**src/hw/fdr_defs.svh**
```systemverilog
`ifndef FDR_DEFS_SVH
`define FDR_DEFS_SVH

// ==========================================================================
// Register offsets (7-bit register address space).
// ==========================================================================
`define FDR_ADDR_RB_PRIMARY  7'h0A
`define FDR_ADDR_CARRIER_LO  7'h0D
`define FDR_ADDR_PLAIN_DEV   7'h0E
`define FDR_ADDR_SHAPED_DEV  7'h0F
`define FDR_ADDR_TX_RB_ALIAS 7'h10
`define FDR_ADDR_SOFT_RESET  7'h17
`define FDR_ADDR_RSVD_A      7'h18
`define FDR_ADDR_RSVD_B      7'h19

// ==========================================================================
// Reset values.
// ==========================================================================
`define FDR_RST_CARRIER_LO   8'h00
`define FDR_RST_PLAIN_DEV    7'h28
`define FDR_RST_SHAPED_DEV   4'h4
`define FDR_RST_ALIAS_CTRL   3'h0
`define FDR_RST_RSVD         8'h00

// ==========================================================================
// Field positions.
// ==========================================================================
`define FDR_BIT_READBACK     0
`define FDR_BIT_TX_EN        1
`define FDR_BIT_SOFT_RESET   0

// ==========================================================================
// Timing: shaping base tick in ns and the derived count at 4 ns per cycle.
// ==========================================================================
`define FDR_CLK_PERIOD_NS    4
`define FDR_SHAPE_TICK_NS    5000
`define FDR_SHAPE_TICK_CYC   (`FDR_SHAPE_TICK_NS / `FDR_CLK_PERIOD_NS)
`define FDR_SHAPE_STEPS      16
`define FDR_SHAPED_SCALE     10

`endif

```
**src/hw/fdr_pkg.sv**
```systemverilog
package fdr_pkg;

  // ========================================================================
  // Serial frame states.
  // ========================================================================
  typedef enum logic [1:0] {FDR_IDLE, FDR_CMD, FDR_DATA} fdr_state_t;

  // Configuration that leaves the block toward the synthesizer and modulator.
  typedef struct packed {
    logic [23:0] carrier_word;     // Full frequency word, upper part from outside.
    logic [7:0]  mark_offset;      // Mark offset in plain deviation units.
    logic        tx_enable;        // Transmission enable from the alias bit.
    logic        readback_enable;  // Four-wire readback on the clock-out pin.
    logic        soft_reset_active;// Digital logic is held in reset.
  } fdr_cfg_t;

endpackage

```
**src/hw/fdr_regs.sv**
```systemverilog
`timescale 1ns/1ns
`include "fdr_defs.svh"

// Functional notes
// - Unshaped FSK uses plain seven-bit deviation
// - Shaped FSK uses four-bit shaped deviation
// - Alias bit one gates transmission
// - Bit zero enables clock-out readback
// - Readback bits at both addresses share storage
// - Writing one to reset bit enters reset
// - Carrier word joins three bytes, low here
// - Shaped transition takes sixteen timed steps
module fdr_regs
(
  input  wire logic                clk,
  input  wire logic                rst_n,
  input  wire logic                spi_sclk,
  input  wire logic                spi_cs_n,
  input  wire logic                spi_sdi,
  output logic                     spi_sdo,
  output logic                     spi_sdo_oe,
  input  wire logic                tx_data,
  input  wire logic [15:0]         carrier_word_high,
  input  wire logic                modulation_select,
  input  wire logic                shaping_enable,
  input  wire logic [5:0]          shaping_step_time,
  output fdr_pkg::fdr_cfg_t        cfg,
  output logic [3:0]               shape_step,
  output logic                     shape_active
);

  // ========================================================================
  // Pin synchronisers: sclk, cs_n, sdi, tx_data each pass two flip-flops.
  // ========================================================================
  logic [3:0] pin_raw;   // Raw pin levels.
  logic [3:0] sync1_reg; // First stage, read only by the second stage.
  logic [3:0] sync2_reg; // Second stage, safe to use.
  logic [3:0] dly_reg;   // Delayed copy for edge detection.

  assign pin_raw = {tx_data, spi_sdi, spi_cs_n, spi_sclk};

  genvar gi;
  generate
    for (gi = 0; gi < 4; gi++)
    begin : g_sync
      // Each pin gets its own two-stage synchroniser and an edge stage.
      always_ff @(posedge clk or negedge rst_n)
      begin
        if (!rst_n)
        begin
          sync1_reg[gi] <= (gi == 1) ? 1'b1 : 1'b0;
          sync2_reg[gi] <= (gi == 1) ? 1'b1 : 1'b0;
          dly_reg[gi]   <= (gi == 1) ? 1'b1 : 1'b0;
        end
        else
        begin
          sync1_reg[gi] <= pin_raw[gi];
          sync2_reg[gi] <= sync1_reg[gi];
          dly_reg[gi]   <= sync2_reg[gi];
        end
      end
    end
  endgenerate

  logic sclk_rise; // Sample edge of the serial clock.
  logic sclk_fall; // Shift-out edge of the serial clock.
  logic cs_act;    // Chip select asserted.
  logic data_edge; // Transmit data changed level.

  assign sclk_rise = sync2_reg[0] & ~dly_reg[0];
  assign sclk_fall = ~sync2_reg[0] & dly_reg[0];
  assign cs_act    = ~sync2_reg[1];
  assign data_edge = sync2_reg[3] ^ dly_reg[3];

  // ========================================================================
  // State: serial engine and register file.
  // ========================================================================
  fdr_pkg::fdr_state_t state_reg, state_next; // Frame state.
  logic [2:0]  bitcnt_reg,  bitcnt_next;      // Bit within current byte.
  logic [7:0]  shin_reg,    shin_next;        // Incoming shift register.
  logic [7:0]  shout_reg,   shout_next;       // Outgoing shift register.
  logic        rd_reg,      rd_next;          // Frame is a read.
  logic [6:0]  addr_reg,    addr_next;        // Current register address.
  logic        sdo_reg,     sdo_next;         // Serial output bit.
  logic [7:0]  clo_reg,     clo_next;         // Carrier word low byte.
  logic [6:0]  pdev_reg,    pdev_next;        // Plain deviation.
  logic [3:0]  sdev_reg,    sdev_next;        // Shaped deviation.
  logic [2:0]  alias_reg,   alias_next;       // Reserved, tx enable, readback.
  logic        soft_reg,    soft_next;        // Soft reset bit.
  logic [7:0]  rsva_reg,    rsva_next;        // Reserved config A.
  logic [7:0]  rsvb_reg,    rsvb_next;        // Reserved config B.
  logic [7:0]  rdata;                         // Read mux output.
  logic [7:0]  byte_in;                       // Completed byte.
  logic        byte_done;                     // Last bit of a byte sampled.
  logic        wr_commit;                     // Data byte written this cycle.

  assign byte_in   = {shin_reg[6:0], sync2_reg[2]};
  assign byte_done = cs_act & sclk_rise & (bitcnt_reg == 3'd7);
  assign wr_commit = byte_done & (state_reg == fdr_pkg::FDR_DATA) & ~rd_reg;

  // Read mux; unmapped addresses read as zero.
  always_comb
  begin
    case (addr_reg)
      `FDR_ADDR_RB_PRIMARY:  rdata = {7'h00, alias_reg[`FDR_BIT_READBACK]};
      `FDR_ADDR_CARRIER_LO:  rdata = clo_reg;
      `FDR_ADDR_PLAIN_DEV:   rdata = {1'b0, pdev_reg};
      `FDR_ADDR_SHAPED_DEV:  rdata = {4'h0, sdev_reg};
      `FDR_ADDR_TX_RB_ALIAS: rdata = {5'h00, alias_reg};
      `FDR_ADDR_SOFT_RESET:  rdata = {7'h00, soft_reg};
      `FDR_ADDR_RSVD_A:      rdata = rsva_reg;
      `FDR_ADDR_RSVD_B:      rdata = rsvb_reg;
      default:               rdata = 8'h00;
    endcase
  end

  // Next-state logic for the serial engine and every register. The serial
  // engine stays live under soft reset so the host can clear the bit.
  always_comb
  begin
    state_next  = state_reg;
    bitcnt_next = bitcnt_reg;
    shin_next   = shin_reg;
    shout_next  = shout_reg;
    rd_next     = rd_reg;
    addr_next   = addr_reg;
    sdo_next    = sdo_reg;
    clo_next    = clo_reg;
    pdev_next   = pdev_reg;
    sdev_next   = sdev_reg;
    alias_next  = alias_reg;
    soft_next   = soft_reg;
    rsva_next   = rsva_reg;
    rsvb_next   = rsvb_reg;
    case (state_reg)
      fdr_pkg::FDR_IDLE:
      begin
        // A new frame always opens with a command byte.
        if (cs_act)
        begin
          state_next  = fdr_pkg::FDR_CMD;
          bitcnt_next = 3'd0;
        end
      end
      fdr_pkg::FDR_CMD, fdr_pkg::FDR_DATA:
      begin
        if (!cs_act)
        begin
          state_next = fdr_pkg::FDR_IDLE;
        end
        else if (sclk_rise)
        begin
          shin_next   = byte_in;
          bitcnt_next = bitcnt_reg + 3'd1;
          if (byte_done && state_reg == fdr_pkg::FDR_CMD)
          begin
            // Command byte: bit 7 selects read, bits 6:0 the address.
            state_next = fdr_pkg::FDR_DATA;
            rd_next    = byte_in[7];
            addr_next  = byte_in[6:0];
          end
          else if (byte_done)
          begin
            // Bursts walk upward through the address space.
            addr_next = addr_reg + 7'd1;
          end
        end
        // Outgoing data is loaded after the command byte and after every
        // data byte, from the address that the next byte will use.
        if (sclk_fall)
        begin
          if (bitcnt_reg == 3'd0 && state_reg == fdr_pkg::FDR_DATA)
          begin
            sdo_next   = rdata[7];
            shout_next = {rdata[6:0], 1'b0};
          end
          else
          begin
            sdo_next   = shout_reg[7];
            shout_next = {shout_reg[6:0], 1'b0};
          end
        end
      end
      default:
      begin
        state_next = fdr_pkg::FDR_IDLE;
      end
    endcase

    // Register writes.
    if (wr_commit)
    begin
      case (addr_reg)
        `FDR_ADDR_RB_PRIMARY:  alias_next[`FDR_BIT_READBACK] = byte_in[0];
        `FDR_ADDR_CARRIER_LO:  clo_next   = byte_in;
        `FDR_ADDR_PLAIN_DEV:   pdev_next  = byte_in[6:0];
        `FDR_ADDR_SHAPED_DEV:  sdev_next  = byte_in[3:0];
        `FDR_ADDR_TX_RB_ALIAS: alias_next = byte_in[2:0];
        `FDR_ADDR_SOFT_RESET:  soft_next  = byte_in[`FDR_BIT_SOFT_RESET];
        `FDR_ADDR_RSVD_A:      rsva_next  = byte_in;
        `FDR_ADDR_RSVD_B:      rsvb_next  = byte_in;
        default:               soft_next  = soft_reg;
      endcase
    end

    // While soft reset stands, every configuration register is held at its
    // reset value; only the reset bit itself and the serial engine survive.
    if (soft_reg)
    begin
      clo_next   = `FDR_RST_CARRIER_LO;
      pdev_next  = `FDR_RST_PLAIN_DEV;
      sdev_next  = `FDR_RST_SHAPED_DEV;
      alias_next = `FDR_RST_ALIAS_CTRL;
      rsva_next  = `FDR_RST_RSVD;
      rsvb_next  = `FDR_RST_RSVD;
    end
  end

  // Register stage for the serial engine and register file.
  always_ff @(posedge clk or negedge rst_n)
  begin
    if (!rst_n)
    begin
      state_reg  <= fdr_pkg::FDR_IDLE;
      bitcnt_reg <= 3'd0;
      shin_reg   <= 8'h00;
      shout_reg  <= 8'h00;
      rd_reg     <= 1'b0;
      addr_reg   <= 7'h00;
      sdo_reg    <= 1'b0;
      clo_reg    <= `FDR_RST_CARRIER_LO;
      pdev_reg   <= `FDR_RST_PLAIN_DEV;
      sdev_reg   <= `FDR_RST_SHAPED_DEV;
      alias_reg  <= `FDR_RST_ALIAS_CTRL;
      soft_reg   <= 1'b0;
      rsva_reg   <= `FDR_RST_RSVD;
      rsvb_reg   <= `FDR_RST_RSVD;
    end
    else
    begin
      state_reg  <= state_next;
      bitcnt_reg <= bitcnt_next;
      shin_reg   <= shin_next;
      shout_reg  <= shout_next;
      rd_reg     <= rd_next;
      addr_reg   <= addr_next;
      sdo_reg    <= sdo_next;
      clo_reg    <= clo_next;
      pdev_reg   <= pdev_next;
      sdev_reg   <= sdev_next;
      alias_reg  <= alias_next;
      soft_reg   <= soft_next;
      rsva_reg   <= rsva_next;
      rsvb_reg   <= rsvb_next;
    end
  end

  // The output driver is enabled only during the data phase of a read.
  assign spi_sdo    = sdo_reg;
  assign spi_sdo_oe = cs_act & rd_reg & (state_reg == fdr_pkg::FDR_DATA);

  // ========================================================================
  // Shaped transition timer: 16 steps, each (step_time + 1) base ticks.
  // ========================================================================
  logic [11:0] tick_reg, tick_next;   // Base tick divider.
  logic [5:0]  dwell_reg, dwell_next; // Ticks spent on current step.
  logic [3:0]  step_reg, step_next;   // Current step index.
  logic        act_reg, act_next;     // Transition in progress.
  logic        tick_en;               // One-cycle base tick enable.

  assign tick_en = (tick_reg == 12'(`FDR_SHAPE_TICK_CYC - 1));

  // Next values; a data edge restarts the profile and its base tick, so a fast
  // edge is not lost and the first step lasts as long as every other step.
  always_comb
  begin
    tick_next  = tick_en ? 12'd0 : tick_reg + 12'd1;
    dwell_next = dwell_reg;
    step_next  = step_reg;
    act_next   = act_reg;
    if (data_edge && modulation_select && shaping_enable)
    begin
      act_next   = 1'b1;
      step_next  = 4'd0;
      dwell_next = 6'd0;
      tick_next  = 12'd0;
    end
    else if (act_reg && tick_en)
    begin
      if (dwell_reg == shaping_step_time)
      begin
        dwell_next = 6'd0;
        step_next  = step_reg + 4'd1;
        act_next   = (step_reg != 4'(`FDR_SHAPE_STEPS - 1));
      end
      else
      begin
        dwell_next = dwell_reg + 6'd1;
      end
    end
    if (soft_reg)
    begin
      act_next  = 1'b0;
      step_next = 4'd0;
      tick_next = 12'd0;
      dwell_next = 6'd0;
    end
  end

  // Register stage for the shaping timer.
  always_ff @(posedge clk or negedge rst_n)
  begin
    if (!rst_n)
    begin
      tick_reg  <= 12'd0;
      dwell_reg <= 6'd0;
      step_reg  <= 4'd0;
      act_reg   <= 1'b0;
    end
    else
    begin
      tick_reg  <= tick_next;
      dwell_reg <= dwell_next;
      step_reg  <= step_next;
      act_reg   <= act_next;
    end
  end

  assign shape_step   = step_reg;
  assign shape_active = act_reg;

  // ========================================================================
  // Configuration outputs. Shaped deviation is ten times coarser.
  // ========================================================================
  assign cfg.carrier_word      = {carrier_word_high, clo_reg};
  assign cfg.mark_offset       = (modulation_select && shaping_enable)
                                 ? 8'(sdev_reg * `FDR_SHAPED_SCALE)
                                 : {1'b0, pdev_reg};
  assign cfg.tx_enable         = alias_reg[`FDR_BIT_TX_EN] & ~soft_reg;
  assign cfg.readback_enable   = alias_reg[`FDR_BIT_READBACK];
  assign cfg.soft_reset_active = soft_reg;
endmodule // fdr_regs

```
**config.mk**
```make
export PLATFORM = sky130hd
export DESIGN_NAME = fdr_regs
export DESIGN_NICKNAME = d
export VERILOG_FILES = /design/src/hw/fdr_pkg.sv /design/src/hw/fdr_regs.sv
export VERILOG_INCLUDE_DIRS = /design/src /design/src/hw
export SDC_FILE = /design/constraint.sdc
export NUM_CORES = 1
export LEC_CHECK = 0
export BUFFER_PORTS_ARGS = -buffer_cell sky130_fd_sc_hd__clkbuf_2
export CORE_MARGIN = 2
export CORE_UTILIZATION = 40
export CTS_CLUSTER_SIZE = 40
export DETAILED_ROUTE_END_ITERATION = 7
export GPL_TIMING_DRIVEN = 0
export PLACE_DENSITY_LB_ADDON = 0.05
export SLEW_MARGIN = 20
export SYNTH_ARGS = -nofsm -noshare
export SYNTH_HDL_FRONTEND = slang
export SYNTH_SLANG_ARGS = --single-unit
export TNS_END_PERCENT = 5
```
**constraint.sdc**
```tcl
create_clock -name clk -period 3.9 [get_ports clk]
set_clock_uncertainty 0.1 [all_clocks]
set_input_delay 0.195 -clock clk [delete_from_list [all_inputs] [get_ports clk]]
set_output_delay 0.195 -clock clk [all_outputs]
set_load 0.03 [all_outputs]
```
# Word level (Yosys, flattened, before mapping)

Cells that the tools add are included.

Memories kept: 0
Bits in writable memories: 0
Register bits after elaboration: 101
Memory bits (read-only): 0
Input port bits: 30
Latch bits: 0

$lt $le $gt $ge: 0
Equal/unequal tests: 19
Shift-type cells: 0
Divide/modulo/power cells: 0
Reductions and logical operators: 37
$mul: 1
Add/subtract/negate cells: 5
Bitwise logic cells: 15
Mux-type cells: 49

Operators with widths:

| cell                  | count |
|---|---|
| $mux 8                | 11 |
| $pmux 8 s8            | 1 |
| $mux 12               | 3 |
| $mux 7                | 5 |
| $eq 7x4->1 const B    | 4 |
| $eq 7x5->1 const B    | 4 |
| $mux 4                | 7 |
| $mux 6                | 4 |
| $reduce_and 2->1      | 10 |
| $reduce_bool 2->1     | 10 |
| $mux 3                | 5 |
| $add 12x1->12 const B | 1 |
| $eq 12x11->1 const B  | 1 |
| $reduce_and 4->1      | 3 |
| $mux 2                | 5 |
| $and 1x1->1           | 9 |
| $add 7x1->7 const B   | 1 |
| $mul 4x3->7 const B   | 1 |
| $add 6x1->6 const B   | 1 |
| $eq 6x6->1            | 1 |
| $logic_and 1x1->1     | 6 |
| $mux 1                | 6 |
| $ne 2x2->1 const B    | 3 |
| $ne 3x3->1 const B    | 2 |
| other kinds (15)      | 22 |

# Logic depth before layout (Yosys ltp)

Depth in word-level cells: 9
Depth in mapped cells: 9
Mapped depth without buffers: 7

# Least setup slack after synthesis

Ideal clock, no wire load.

Path kind: register to output
Start point: reg sdev_reg[3]
End point: out cfg[9] in the netlist's numbering
Arrival time: 2,066 ps
Path slack: 1,539 ps
Buffers on the path: 0
Cell stages (with the launch flop): 7
Cell sequence: dfrtp_1 ha_1 ha_1 inv_1 fa_1 xor2_1 o21ai_0

RTL lines:

| element                | RTL line        | source |
|---|---|---|
| start, declared        | fdr_regs.sv:87  | `logic [3:0] sdev_reg, sdev_next;` |
| start signal, assigned | fdr_regs.sv:233 | `` sdev_reg <= `FDR_RST_SHAPED_DEV; `` |
| start signal, assigned | fdr_regs.sv:250 | `sdev_reg <= sdev_next;` |
| end, declared          | fdr_regs.sv:27  | `output fdr_pkg::fdr_cfg_t cfg,` |

==> impl_metrics.ini <==
[run_status]
status = finished clean

[sta]
timing.hold.ws_ns = 0.0375
setup_violations = 0
period_share_pct = 64.4
tightest_slew_ns = 0.663
tns_ns = 0
fmax_ghz = 0.398
slew_headroom_pct = 55.7
slew_viol_final = 0
finalHoldViolCount = 0
grt_setup_unrepaired = no
period_needed_ns = 2.51

[synthesis]
netlist_instances = 521
synth_nets = 571
yosys_warnings = 0
async_flop_share_pct = 100
synth.distinct_cells = 59
synth-edff-count = 0
synth_flop_cell = dfrtp_1
ys_seq_area_share_pct = 47.9
syn_avg_cell_area_sq_um = 10.0
synth_seq_cells = 100
syn_area_sq_um = 5230

[worst_setup_path]
cp_slowest_cell = dfrtp_1
start_kind = flop
crit_type = flop to primary output
cp.arrival_ns = 2.22
end_kind = primary output
crit_fanout = 4
cpMostUsedCell = ha_1
rr_worst_depth = 9
cp.required_ns = 3.61
critical_path.cell_chain = ha_1 -> ha_1 -> inv_1 -> fa_1 -> xor2_1 -> o21ai_0 -> clkbuf_2
max_stage_delay_ns = 0.45

[detailed_routing]
ant_nets = 0
vias_per_cell = 5.19
drc = 0
first_pass_iters = 7
wl_per_cell_um = 16.1
wirelength_mm = 12.3
vias = 3987
drt_iter0_drc = 327

[clock_tree]
cts_made_buffers = 9
clkSinkCount = 100
clk_latency_ns = 0.34
path_clk_slew_ns = 0.06
postCtsSetupBuffers = 0
cts_tree = yes
clock_tree.buffer_depth = 2
htree_levels = 3
cts-root-buf = clkbuf_16

[cells_and_area]
layout_common_cells = dfrtp_1 (95), nand2_1 (55), nor2_1 (54), clkbuf_2 (54), mux2i_1 (28)
layout_commonest_cell = dfrtp_1
largest_reg_flops = 12
nets = 643
syn2layout_area_growth_pct = 16.9
drive_gt1_share_pct = 19.8
n_antenna_cell = 0

[power]
power.leakage_nw = 2.85
powerDensity_nw_per_um2 = 430
peakVddDrop_uv = 278

[die]
rows = 41
die_y_um = 118
die_w_um = 118
die_area_sq_um = 14000
core_area_sq_um = 12700
initial_core_util_pct = 41.3
io_pins = 72

[place]
numPortBuffers = 55
place.gp.congestion = 0.809
dp_hpwl_mm = 8.77

[grt]
antenna_found_initial = 0
grt_overflow = 0
grt_first_pass_wirelength_mm = 20.7
track_usage_pct = 18.7
grt_pass1_vias = 3926
grt_max_degree = 91

[worst_hold_path]
hold_depth = 3
hp-class = primary input to flop

[flow_run]
maxCapViolations = 0
## worst paths after layout
| check | end | slack, ns | start |
|---|---|---|---|
| setup / recovery | cfg[9] | 1.39 | sdev_reg[1]$_DFFE_PN0P_ |
| hold / removal | shape_active$_DFFE_PN0P_ | 0.04 | modulation_select |
| setup reg to reg | addr_reg[3]$_DFFE_PN0P_ | 1.47 | state_reg[0]$_DFFE_PN0P_ |
| hold reg to reg | byte_in[0]$_DFF_PN0_ | 0.25 | sync1_reg[2]$_DFF_PN0_ |
| max in group asynchronous | sync1_reg[1]$_DFF_PN1_ | 2.87 | rst_n |
| min in group asynchronous | rsva_reg[5]$_DFFE_PN0P_ | 0.15 | rst_n |
## metrics by stage
stage	util, %	setup slack [ns]	std cells	total power [W]	area, sq um
floorplan	-	1.54	521	0.00155	5230
global placement	45.2	1.15	748	0.00170	5720
detailed placement	45.5	1.43	749	0.00172	5760
CTS	48.3	1.37	768	0.00267	6120
global route	48.3	1.24	768	0.00278	6120
finish	48.3	1.39	768	0.00263	6120
## layout make-up
type | instances | area, sq um
plain buffers | 46 | 250
multi-input cells | 360 | 2420
fillers | 1222 | 6560
flip-flops and latches | 100 | 2510
clock inverters | 2 | 60.1
clock buffers | 12 | 246
inverters | 15 | 56.3
repair buffers | 61 | 362
well taps | 172 | 215
## cells by family after synthesis
logic type | after synthesis | share of synthesized area (%)
and+or+nand+nor | 188 | 18.3
xor gates and xnor gates | 18 | 3.01
buffers and inverters | 61 | 5.86
AOI/OAI and AO/OA | 93 | 11.8
adders and majority gates | 20 | 4.93
DFF | 100 | 47.9
muxes | 41 | 8.15
## synthesized netlist by cell type (all sizes together), types with 6 or more instances
cell,instances,area [sq um]
a21oi,17,85.1
a222oi,11,110
and2,7,43.8
and3,10,62.6
buf,24,168
clkbuf,22,82.6
dfrtp,95,2380
ha,19,238
inv,15,56.3
mux2,13,146
mux2i,28,280
nand2,55,206
nand3,24,120
nor2,57,254
nor3,6,46.3
o21ai,30,150
xnor2,12,105
xor2,6,52.6
## where the power goes
| group | leakage [nW] | switching, W | internal, W |
|---|---|---|---|
| logic | 1.37 | 0.000248 | 0.000173 |
| clock network | 0.149 | 0.000362 | 0.000573 |
| registers | 1.32 | 0.000135 | 0.00114 |
| total | 2.85 | 0.000745 | 0.00188 |
## timing repair
action                                 4_1_cts  5_1_grt
hold buffers                                 5        0
setup endpoints to repair                    0        0
resized for setup                            0        0
endpoints found under the hold margin       99        0
## per-layer routing
metal | GRT usage, % | vias to the layer above | routed length, um
met5 | 0 | - | 0
li1 | - | 1957 | -
met1 | 24.5 | 1912 | 5590
met2 | 30.2 | 108 | 5880
met4 | 5.43 | 0 | 186
met3 | 5.36 | 10 | 680
## worst max-delay path: cells and delay by family, from the launching register on
kind            cells  cell delay (ns)
compound gates      1             0.14
fa+ha+maj           3             0.85
xor+xnor            1             0.15
buf+inv             2             0.28
flops               1             0.45
(Power assumes the default switching activity.)
